<file path="config.mk">
export PLATFORM = sky130hd
export DESIGN_NAME = ela_top
export DESIGN_NICKNAME = d
export VERILOG_FILES = /design/src/common/ela_pkg.sv /design/src/design/ela_top.sv
export SDC_FILE = /design/constraint.sdc
export NUM_CORES = 2
export LEC_CHECK = 0
export ABC_CLOCK_PERIOD_IN_PS = 3600
export BUFFER_PORTS_ARGS = -buffer_cell sky130_fd_sc_hd__buf_2
export CAP_MARGIN = 20
export CORE_UTILIZATION = 57
export DETAILED_ROUTE_END_ITERATION = 6
export GPL_ROUTABILITY_DRIVEN = 0
export GPL_TIMING_DRIVEN = 1
export PLACE_DENSITY = 0.75
export SETUP_SLACK_MARGIN = 0.3
export SYNTH_ARGS = -nofsm -noshare
export SYNTH_HDL_FRONTEND = slang
export SYNTH_HIERARCHICAL = 1
export SYNTH_MEMORY_MAX_BITS = 65536
export SYNTH_SLANG_ARGS = --single-unit
</file>
<file path="constraint.sdc">
create_clock -name core_clk -period 3.6 [get_ports core_clk]
set_input_delay 0.18 -clock core_clk [delete_from_list [all_inputs] [get_ports core_clk]]
set_output_delay 0.18 -clock core_clk [all_outputs]
set_load 0.02 [all_outputs]
</file>
<file path="src/common/ela_pkg.sv">
package ela_pkg;
	// ****************************************
	// host frame layout
	// ****************************************
	localparam int FRAME_W = 48;
	localparam int OP_HI = 47;
	localparam int OP_LO = 44;
	localparam int IDX_HI = 41;
	localparam int IDX_LO = 40;
	localparam int DATA_HI = 39;
	localparam int DATA_W = 40;
	// ****************************************
	// host opcodes
	// ****************************************
	localparam logic [3:0] OP_MASK = 4'h1;
	localparam logic [3:0] OP_MODE0 = 4'h2;
	localparam logic [3:0] OP_MODE1 = 4'h3;
	localparam logic [3:0] OP_COMB = 4'h4;
	localparam logic [3:0] OP_CTRL = 4'h5;
	localparam logic [3:0] OP_STIM = 4'h6;
	localparam logic [3:0] OP_STATUS = 4'h7;
	localparam logic [3:0] OP_READ = 4'h8;
	// ****************************************
	// control word fields
	// ****************************************
	localparam int CTRL_NCOND_LO = 0;
	localparam int CTRL_PRE_LO = 2;
	localparam int CTRL_REP = 4;
	localparam int CTRL_ARM = 5;
	localparam int STAGES = 3;
	// ****************************************
	// reset values
	// ****************************************
	localparam logic [1:0] RST_NCOND_M1 = 2'h0;
	localparam logic [1:0] RST_PRE_Q = 2'h0;
	localparam logic RST_REP = 1'b0;
	localparam int FIFO_DEPTH = 8;
	// ****************************************
	// per-bit match modes {mode1, mode0}
	// ****************************************
	localparam logic [1:0] MATCH_LOW = 2'h0;
	localparam logic [1:0] MATCH_HIGH = 2'h1;
	localparam logic [1:0] MATCH_RISE = 2'h2;
	localparam logic [1:0] MATCH_FALL = 2'h3;
	typedef enum logic [1:0] {
		ELA_IDLE = 2'h0,
		ELA_ARMED = 2'h1,
		ELA_POST = 2'h3,
		ELA_DONE = 2'h2
	} ela_state_t;
endpackage

</file>
<file path="src/design/ela_top.sv">
`timescale 1ns/1ps

// ****************************************
// sample read-out buffer
// ****************************************
module ela_fifo #(
	parameter int W = 8,
	parameter int D = 8
) (
	// clock and reset
	input wire logic core_clk,
	input wire logic sys_rst,
	// fill side
	input wire logic in_valid,
	output logic in_ready,
	input wire logic [W-1:0] in_data,
	// drain side
	output logic out_valid,
	input wire logic out_ready,
	output logic [W-1:0] out_data
);
	localparam int AW = $clog2(D);
	logic [W-1:0] mem [D];
	logic [AW-1:0] wp;
	logic [AW-1:0] rp;
	logic [AW:0] cnt;
	logic push;
	logic pop;

	assign in_ready = cnt != (AW+1)'(D);
	assign out_valid = cnt != '0;
	assign out_data = mem[rp];
	assign push = in_valid && in_ready;
	assign pop = out_valid && out_ready;

	always_ff @(posedge core_clk) begin
		if (push) begin
			mem[wp] <= in_data;
		end
	end

	always_ff @(posedge core_clk) begin
		if (sys_rst) begin
			wp <= '0;
			rp <= '0;
			cnt <= '0;
		end else begin
			if (push) begin
				wp <= (wp == AW'(D-1)) ? '0 : wp + 1'b1;
			end
			if (pop) begin
				rp <= (rp == AW'(D-1)) ? '0 : rp + 1'b1;
			end
			cnt <= cnt + (AW+1)'(push) - (AW+1)'(pop);
		end
	end
endmodule

// Function
// - the monitor width is a build parameter from 1 to 4064 bits.
// - the capture depth is a build parameter from 512 to 16384 samples, one per clock.
// - the trigger channel is a separate vector of 1 to 40 bits.
// - up to three conditions are met in order and the last configured one fires the capture.
// - each condition selects trigger bits and joins their matches by AND or by OR.
// - each selected bit matches a rising edge, a falling edge or a level.
// - an optional build-time condition is armed straight after reset.
// - the host loads a stimulus vector of 1 to 40 bits that is driven before capture.
// - pre-trigger history is kept in steps of a quarter of the depth.
// - repetitive mode re-arms after each capture has been read out.
// - monitored signals are written every clock from arming to the end of capture into on-chip sample memory.
// - trigger settings arrive over JTAG and samples return over it, whole only for monitor widths up to 47 bits.
// - the JTAG path is shared with user logic and released when not selected.
module ela_top #(
	parameter int MON_W = 8,
	parameter int DEPTH = 512,
	parameter int TRIG_W = 8,
	parameter int STIM_W = 8,
	parameter bit INIT_EN = 1'b0,
	parameter logic [TRIG_W-1:0] INIT_MASK = '0,
	parameter logic [TRIG_W-1:0] INIT_MODE0 = '0,
	parameter logic [TRIG_W-1:0] INIT_MODE1 = '0,
	parameter bit INIT_OR = 1'b0
) (
	// clock and reset
	input wire logic core_clk,
	input wire logic sys_rst,
	// user logic side
	input wire logic [MON_W-1:0] mon_data,
	input wire logic [TRIG_W-1:0] trig_in,
	output logic [STIM_W-1:0] stim_out,
	// shared jtag user chain
	input wire logic jtag_tck,
	input wire logic jtag_tdi,
	input wire logic jtag_sel,
	output logic jtag_tdo,
	output logic jtag_tdo_oe_n,
	// status
	output logic capture_done,
	output logic capture_armed
);
	localparam int AW = $clog2(DEPTH);
	localparam int FW = ela_pkg::FRAME_W;

	// ****************************************
	// link sampling and frame shifter
	// ****************************************
	logic tck_m, tck_s, tck_d;
	logic sel_m, sel_s, sel_d;
	logic tdi_m, tdi_s;
	logic [FW-1:0] shift;
	logic [FW-1:0] next_shift;
	logic [FW-1:0] resp;
	logic tck_rise;
	logic frame_end;
	logic [3:0] op;
	logic [1:0] idx;
	logic [ela_pkg::DATA_W-1:0] pay;

	always_ff @(posedge core_clk) begin
		if (sys_rst) begin
			{tck_m, tck_s, tck_d} <= 3'h0;
			{sel_m, sel_s, sel_d} <= 3'h0;
			{tdi_m, tdi_s} <= 2'h0;
		end else begin
			{tck_m, tck_s, tck_d} <= {jtag_tck, tck_m, tck_s};
			{sel_m, sel_s, sel_d} <= {jtag_sel, sel_m, sel_s};
			{tdi_m, tdi_s} <= {jtag_tdi, tdi_m};
		end
	end

	assign tck_rise = tck_s && !tck_d;
	assign frame_end = sel_d && !sel_s;
	assign op = shift[ela_pkg::OP_HI:ela_pkg::OP_LO];
	assign idx = shift[ela_pkg::IDX_HI:ela_pkg::IDX_LO];
	assign pay = shift[ela_pkg::DATA_HI:0];

	always_comb begin
		next_shift = shift;
		if (frame_end) begin
			next_shift = resp;
		end else if (sel_s && tck_rise) begin
			next_shift = {tdi_s, shift[FW-1:1]};
		end
	end

	always_ff @(posedge core_clk) begin
		if (sys_rst) begin
			shift <= '0;
			jtag_tdo <= 1'b0;
			jtag_tdo_oe_n <= 1'b1;
		end else begin
			shift <= next_shift;
			jtag_tdo <= next_shift[0];
			// pin is left to the user design whenever our chain is not selected
			jtag_tdo_oe_n <= !sel_s;
		end
	end

	// ****************************************
	// configuration from host frames
	// ****************************************
	logic [TRIG_W-1:0] mask [ela_pkg::STAGES];
	logic [TRIG_W-1:0] mode0 [ela_pkg::STAGES];
	logic [TRIG_W-1:0] mode1 [ela_pkg::STAGES];
	logic [ela_pkg::STAGES-1:0] or_sel;
	logic [1:0] ncond_m1;
	logic [1:0] pre_q;
	logic rep;
	logic cmd_arm;
	logic cmd_write;

	assign cmd_write = frame_end && idx < 2'(ela_pkg::STAGES);
	assign cmd_arm = frame_end && op == ela_pkg::OP_CTRL && pay[ela_pkg::CTRL_ARM];

	generate
		for (genvar c = 0; c < ela_pkg::STAGES; c++) begin : g_cfg
			always_ff @(posedge core_clk) begin
				if (sys_rst) begin
					mask[c] <= (c == 0 && INIT_EN) ? INIT_MASK : '0;
					mode0[c] <= (c == 0 && INIT_EN) ? INIT_MODE0 : '0;
					mode1[c] <= (c == 0 && INIT_EN) ? INIT_MODE1 : '0;
					or_sel[c] <= (c == 0 && INIT_EN) ? INIT_OR : 1'b0;
				end else if (cmd_write && idx == 2'(c)) begin
					if (op == ela_pkg::OP_MASK) begin
						mask[c] <= pay[TRIG_W-1:0];
					end
					if (op == ela_pkg::OP_MODE0) begin
						mode0[c] <= pay[TRIG_W-1:0];
					end
					if (op == ela_pkg::OP_MODE1) begin
						mode1[c] <= pay[TRIG_W-1:0];
					end
					if (op == ela_pkg::OP_COMB) begin
						or_sel[c] <= pay[0];
					end
				end
			end
		end
	endgenerate

	always_ff @(posedge core_clk) begin
		if (sys_rst) begin
			ncond_m1 <= ela_pkg::RST_NCOND_M1;
			pre_q <= ela_pkg::RST_PRE_Q;
			rep <= ela_pkg::RST_REP;
		end else if (frame_end && op == ela_pkg::OP_CTRL) begin
			ncond_m1 <= pay[ela_pkg::CTRL_NCOND_LO +: 2];
			pre_q <= pay[ela_pkg::CTRL_PRE_LO +: 2];
			rep <= pay[ela_pkg::CTRL_REP];
		end
	end

	always_ff @(posedge core_clk) begin
		if (sys_rst) begin
			stim_out <= '0;
		end else if (frame_end && op == ela_pkg::OP_STIM) begin
			// loaded by the host ahead of the arm command, so it stands before capture
			stim_out <= pay[STIM_W-1:0];
		end
	end

	// ****************************************
	// trigger evaluation
	// ****************************************
	logic [TRIG_W-1:0] trig_prev;
	logic [ela_pkg::STAGES-1:0] hit;
	logic [1:0] stage;
	logic hit_cur;
	logic trig_fire;

	always_ff @(posedge core_clk) begin
		if (sys_rst) begin
			trig_prev <= '0;
		end else begin
			trig_prev <= trig_in;
		end
	end

	generate
		for (genvar c = 0; c < ela_pkg::STAGES; c++) begin : g_cond
			logic [TRIG_W-1:0] bit_ok;
			always_comb begin
				for (int b = 0; b < TRIG_W; b++) begin
					case ({mode1[c][b], mode0[c][b]})
						ela_pkg::MATCH_LOW: bit_ok[b] = !trig_in[b];
						ela_pkg::MATCH_HIGH: bit_ok[b] = trig_in[b];
						ela_pkg::MATCH_RISE: bit_ok[b] = trig_in[b] && !trig_prev[b];
						default: bit_ok[b] = !trig_in[b] && trig_prev[b];
					endcase
				end
			end
			// an empty AND selection fires at once; an empty OR selection never does
			assign hit[c] = or_sel[c] ? |(bit_ok & mask[c]) : &(bit_ok | ~mask[c]);
		end
	endgenerate

	assign hit_cur = hit[stage];
	// a count of four conditions is not legal; the third stage is always the last
	assign trig_fire = hit_cur && (stage == ncond_m1 || stage == 2'h2);

	// ****************************************
	// capture sequencer and sample memory
	// ****************************************
	ela_pkg::ela_state_t state;
	logic [MON_W-1:0] mem [DEPTH];
	logic [AW-1:0] wr_addr;
	logic [AW-1:0] trig_addr;
	logic [AW-1:0] rd_base;
	logic [AW-1:0] post_left;
	logic [AW-1:0] pre_len;
	logic [AW:0] rd_cnt;
	logic wr_en;
	logic fifo_in_ready;
	logic fifo_out_valid;
	logic fifo_pop;
	logic rd_push;
	logic rearm;
	logic fifo_rst;
	logic [MON_W-1:0] fifo_out_data;

	assign pre_len = AW'(pre_q) * AW'(DEPTH / 4);
	assign wr_en = state == ela_pkg::ELA_ARMED || state == ela_pkg::ELA_POST;
	assign rd_push = state == ela_pkg::ELA_DONE && rd_cnt != (AW+1)'(DEPTH);
	assign rearm = state == ela_pkg::ELA_DONE && rep && rd_cnt == (AW+1)'(DEPTH)
		&& !fifo_out_valid;

	always_ff @(posedge core_clk) begin
		if (wr_en) begin
			mem[wr_addr] <= mon_data;
		end
	end

	always_ff @(posedge core_clk) begin
		if (sys_rst) begin
			state <= INIT_EN ? ela_pkg::ELA_ARMED : ela_pkg::ELA_IDLE;
			stage <= '0;
			wr_addr <= '0;
			trig_addr <= '0;
			rd_base <= '0;
			post_left <= '0;
			rd_cnt <= '0;
		end else if (cmd_arm || rearm) begin
			state <= ela_pkg::ELA_ARMED;
			stage <= '0;
			rd_cnt <= '0;
		end else begin
			if (wr_en) begin
				wr_addr <= wr_addr + 1'b1;
			end
			case (state)
				ela_pkg::ELA_ARMED: begin
					if (trig_fire) begin
						state <= ela_pkg::ELA_POST;
						trig_addr <= wr_addr;
						// history is only valid once the ring has wrapped far enough
						rd_base <= wr_addr - pre_len;
						post_left <= AW'(DEPTH - 1) - pre_len;
					end else if (hit_cur) begin
						stage <= stage + 1'b1;
					end
				end
				ela_pkg::ELA_POST: begin
					post_left <= post_left - 1'b1;
					if (post_left == AW'(1)) begin
						state <= ela_pkg::ELA_DONE;
					end
				end
				ela_pkg::ELA_DONE: begin
					if (rd_push && fifo_in_ready) begin
						rd_cnt <= rd_cnt + 1'b1;
					end
				end
				default: begin
					stage <= '0;
				end
			endcase
		end
	end

	ela_fifo #(
		.W(MON_W),
		.D(ela_pkg::FIFO_DEPTH)
	) u_fifo (
		.core_clk(core_clk),
		.sys_rst(fifo_rst),
		.in_valid(rd_push),
		.in_ready(fifo_in_ready),
		.in_data(mem[rd_base + rd_cnt[AW-1:0]]),
		.out_valid(fifo_out_valid),
		.out_ready(fifo_pop),
		.out_data(fifo_out_data)
	);

	assign fifo_pop = frame_end && op == ela_pkg::OP_READ;
	// arm drops words left over from the previous capture, else they would be read again
	assign fifo_rst = sys_rst || cmd_arm;

	always_comb begin
		resp = '0;
		if (op == ela_pkg::OP_STATUS) begin
			resp = FW'({rd_cnt, stage, state});
		end else if (op == ela_pkg::OP_READ) begin
			resp = FW'({fifo_out_valid, fifo_out_data});
		end
	end

	always_ff @(posedge core_clk) begin
		if (sys_rst) begin
			capture_done <= 1'b0;
			capture_armed <= 1'b0;
		end else begin
			capture_done <= state == ela_pkg::ELA_DONE;
			capture_armed <= state == ela_pkg::ELA_ARMED;
		end
	end
endmodule

</file>
==> summary.txt <==
Synth
  • Post-synthesis sequential area ratio: 75.6%
  • Post-Syn Instances: 8067
  • Post-synth top area share: 74.0%
  • Library cells used by synthesis: 80
  • Async SR Flop Fraction: 0%
  • Post-synth EDFFs: 4232
  • Top FF cell, synth: edfxtp_1
  • Cell taking the most area after synthesis: edfxtp_1
  • Syn_nets: 8118
  • Average size of a mapped cell: 21.3 µm²
  • Synth area leaders: edfxtp_1, mux4_2, dfxtp_1
  • FF+latch count, synth: 4369
  • Synth warn: 6
  • Synthesized area: 172000 µm²

Global routing
  • Global router's overall resource usage: 29.9%
  • First-pass GRT wire length: 647 mm
  • Largest net degree at the start of global routing: 126
  • Initial antenna violation count: 19
  • Number of global-route vias before repair: 90800
  • Global route total overflow: 0

Pwr
  • Power per Cell Area: 509 nW/µm²
  • Lkg Pwr: 62.9 nW
  • Maximum VDD drop: 0.000533 V
  • Total power: 102 mW

Clock network
  • Clk sink count: 4369
  • Root buf cell: clkbuf_16
  • Reg clk slew, reported paths: 0.06 ns
  • CTS tree: built
  • Clock Latency Late Sink: 0.99 ns
  • CTS H-tree lvls: 5
  • Total CTS buffers: 422
  • Clock Path Buffers: 4

Floorplanning
  • Core footprint: 300000 µm²
  • Die footprint: 303000 µm²
  • I/O pins: 33
  • Initial Utilization: 57.2%
  • Die width: 551 µm
  • Row count: 201
  • Die Height: 551 µm

Worst hold path
  • Hold WC Path Type: in -> reg

Route
  • Initial DRC count: 12800
  • DRC violations left: 5
  • Total number of vias: 89900
  • Drt wl/cell: 33.8 µm
  • Routed WL: 453 mm
  • Post-DRT Antenna Nets: 0
  • Via density: 6.72
  • Pre-Repair DR Iteration Count: 7

Layout
  • Core Util, Final: 66.7%
  • Fraction of layout cells with a size suffix above 1: 32.9%
  • Commonest non-fill, non-tap cell in the layout: edfxtp_1
  • Layout Area Growth over Synthesis: 16.5%
  • Commonest non-fill, non-tap cells in the layout: edfxtp_1, mux4_2, buf_4
  • Final net count: 9104

STA
  • Hold Fails Final Rpt: 0
  • Worst Tran Pin Value: 1.14 ns
  • Worst setup margin: -0.902 ns
  • Relative slew slack: 23.5%
  • RSZ-0062 raised after global routing: yes
  • Clock Skew: 0.0735 ns
  • Final setup vio count: 64
  • WHS: 0.279 ns
  • Final Cycle Share: 125%
  • Maximum clock frequency: 222 MHz
  • Post-layout min period: 4.50 ns
  • Final Slew Violations: 0

Run
  • Maximum Capacitance Violations: 0

Status
  • Failing checks: DRC, setup timing
  • Status: finished, violations left

Placed design
  • Port buffer count: 32
  • Post-detail-place hpwl: 269 mm

Worst setup path
  • CP max FO: 26
  • Critical path capture point type: flip-flop
  • WS Path Type: reg -> reg
  • Arrival @ worst endpoint: 5.24 ns
  • WP data required: 4.34 ns
  • Critical Path Start Type: flip-flop
[metrics by stage]
stage	setup slack [ns]	instances	instance area (µm²)	TNS, ns
floorplan	0.159	8067	172000	0
global placement	-1.54	12500	183000	-80.90
detailed placement	-1.44	12500	183000	-80.26
CTS	-0.720	13300	199000	-43.43
global route	-0.899	13400	200000	-52.65
finish	-0.902	13400	200000	-50.77
[flip-flops by register name, summed over array words and instances, names as in the netlist, 2 cells and up, named ones only]
| register | count |
|---|---|
| shift | 48 |
| mode0 | 24 |
| wr_addr | 9 |
| u_fifo/cnt | 4 |
| post_left | 9 |
| pre_q | 2 |
| stage | 2 |
| stim_out | 8 |
| mask | 24 |
| or_sel | 3 |
| state | 2 |
| mode1 | 24 |
| mem | 4096 |
| u_fifo/wp | 3 |
| rd_cnt | 10 |
| trig_prev | 8 |
| ncond_m1 | 2 |
| u_fifo/mem | 64 |
| rd_base | 9 |
| u_fifo/rp | 3 |
[final timing paths]
check        depth (start not counted)  slack (ns)                to       from
max                                 14       -0.90  u_fifo/mem[7][7]  rd_cnt[0]
min                                  3        0.28         or_sel[1]    sys_rst
max reg2reg                         14       -0.90  u_fifo/mem[7][7]  rd_cnt[0]
min reg2reg                          2        0.45         shift[47]      tdi_s
[synthesized netlist by cell type (17+ instances only)]
| cell | count |
|---|---|
| mux4_2 | 1221 |
| nand2_1 | 261 |
| nand2b_1 | 46 |
| mux2i_1 | 119 |
| o211ai_1 | 17 |
| and3_1 | 42 |
| ha_1 | 28 |
| mux2_2 | 56 |
| a211oi_1 | 29 |
| buf_4 | 38 |
| nor2b_1 | 25 |
| o21ai_0 | 43 |
| edfxtp_1 | 4232 |
| o22ai_1 | 21 |
| o21ba_2 | 18 |
| dfxtp_1 | 137 |
| buf_1 | 50 |
| nand3_1 | 97 |
| nor3_1 | 42 |
| inv_1 | 52 |
| buf_6 | 41 |
| a211o_1 | 17 |
| a21oi_1 | 76 |
| nand4_1 | 29 |
| nor2_1 | 602 |
| a32oi_1 | 28 |
| and2_1 | 84 |
| clkbuf_1 | 233 |
| or3b_2 | 21 |
| a311oi_1 | 21 |
| buf_2 | 121 |
[per-layer routing]
| metal | part of all wire, % | track usage [%] | routed length [µm] | vias up |
|---|---|---|---|---|
| met3 | 11 | 6.55 | 51700 | 1184 |
| met1 | 35 | 39.8 | 158000 | 46900 |
| li1 | - | - | - | 35600 |
| met2 | 49 | 48.1 | 221000 | 6250 |
| met5 | 0.020 | 0 | 90 | - |
| met4 | 4.9 | 13.2 | 22100 | 14 |
[report_power, final]
part	leakage [nW]	switching, mW	internal [mW]
combinational	17.0	0.967	0.208
clock	6.75	19.6	25.2
sequential	39.2	0.0532	55.7
total	62.9	20.6	81.2
[what timing repair did]
item | CTS | global route
hold buffers | 34 | 0
gates cloned | 18 | 0
pin swaps | 18 | 8
buffers inserted | 46 | 28
resized for setup | 155 | 49
setup endpoints to repair | 64 | 107
endpoints found under the hold margin | 855 | 0
[logic make-up (layout without fill, tap and decap cells)]
logic type | Yosys count | in the layout | synth area share (%)
mux | 1411 | 1411 | 17.3
compound gates | 394 | 394 | 1.68
simple gates | 1302 | 1302 | 3.46
flops | 4369 | 4369 | 75.6
xor+xnor | 23 | 23 | 0.117
other cells | 0 | 12 | 0
fa+ha+maj | 30 | 30 | 0.227
buf+inv | 538 | 1880 | 1.55
[critical path, stage by stage (launching register included)]
cell and delay [ns]:
dfxtp_2 0.34, ha_4 0.17, fa_4 0.89, buf_12 0.14, buf_6 0.11, buf_12 0.13
buf_6 0.29, mux4_2 0.36, mux4_2 0.51, o211ai_1 0.27, a21oi_4 0.13, buf_4 0.19
a311oi_4 0.44, nor4bb_4 0.11, buf_6 0.16
[layout make-up]
class                   instances  area [µm²]
well taps                    3958        4950
clock inverters               258        2920
repair buffers               1048       10800
multi-input cells            3160       40200
inverters                      52         195
diodes                         12        30.0
flip-flops and latches       4369      130000
fillers                     18000       99800
clock buffers                 522       11100
No activity file was read; power rests on OpenSTA's default activity.
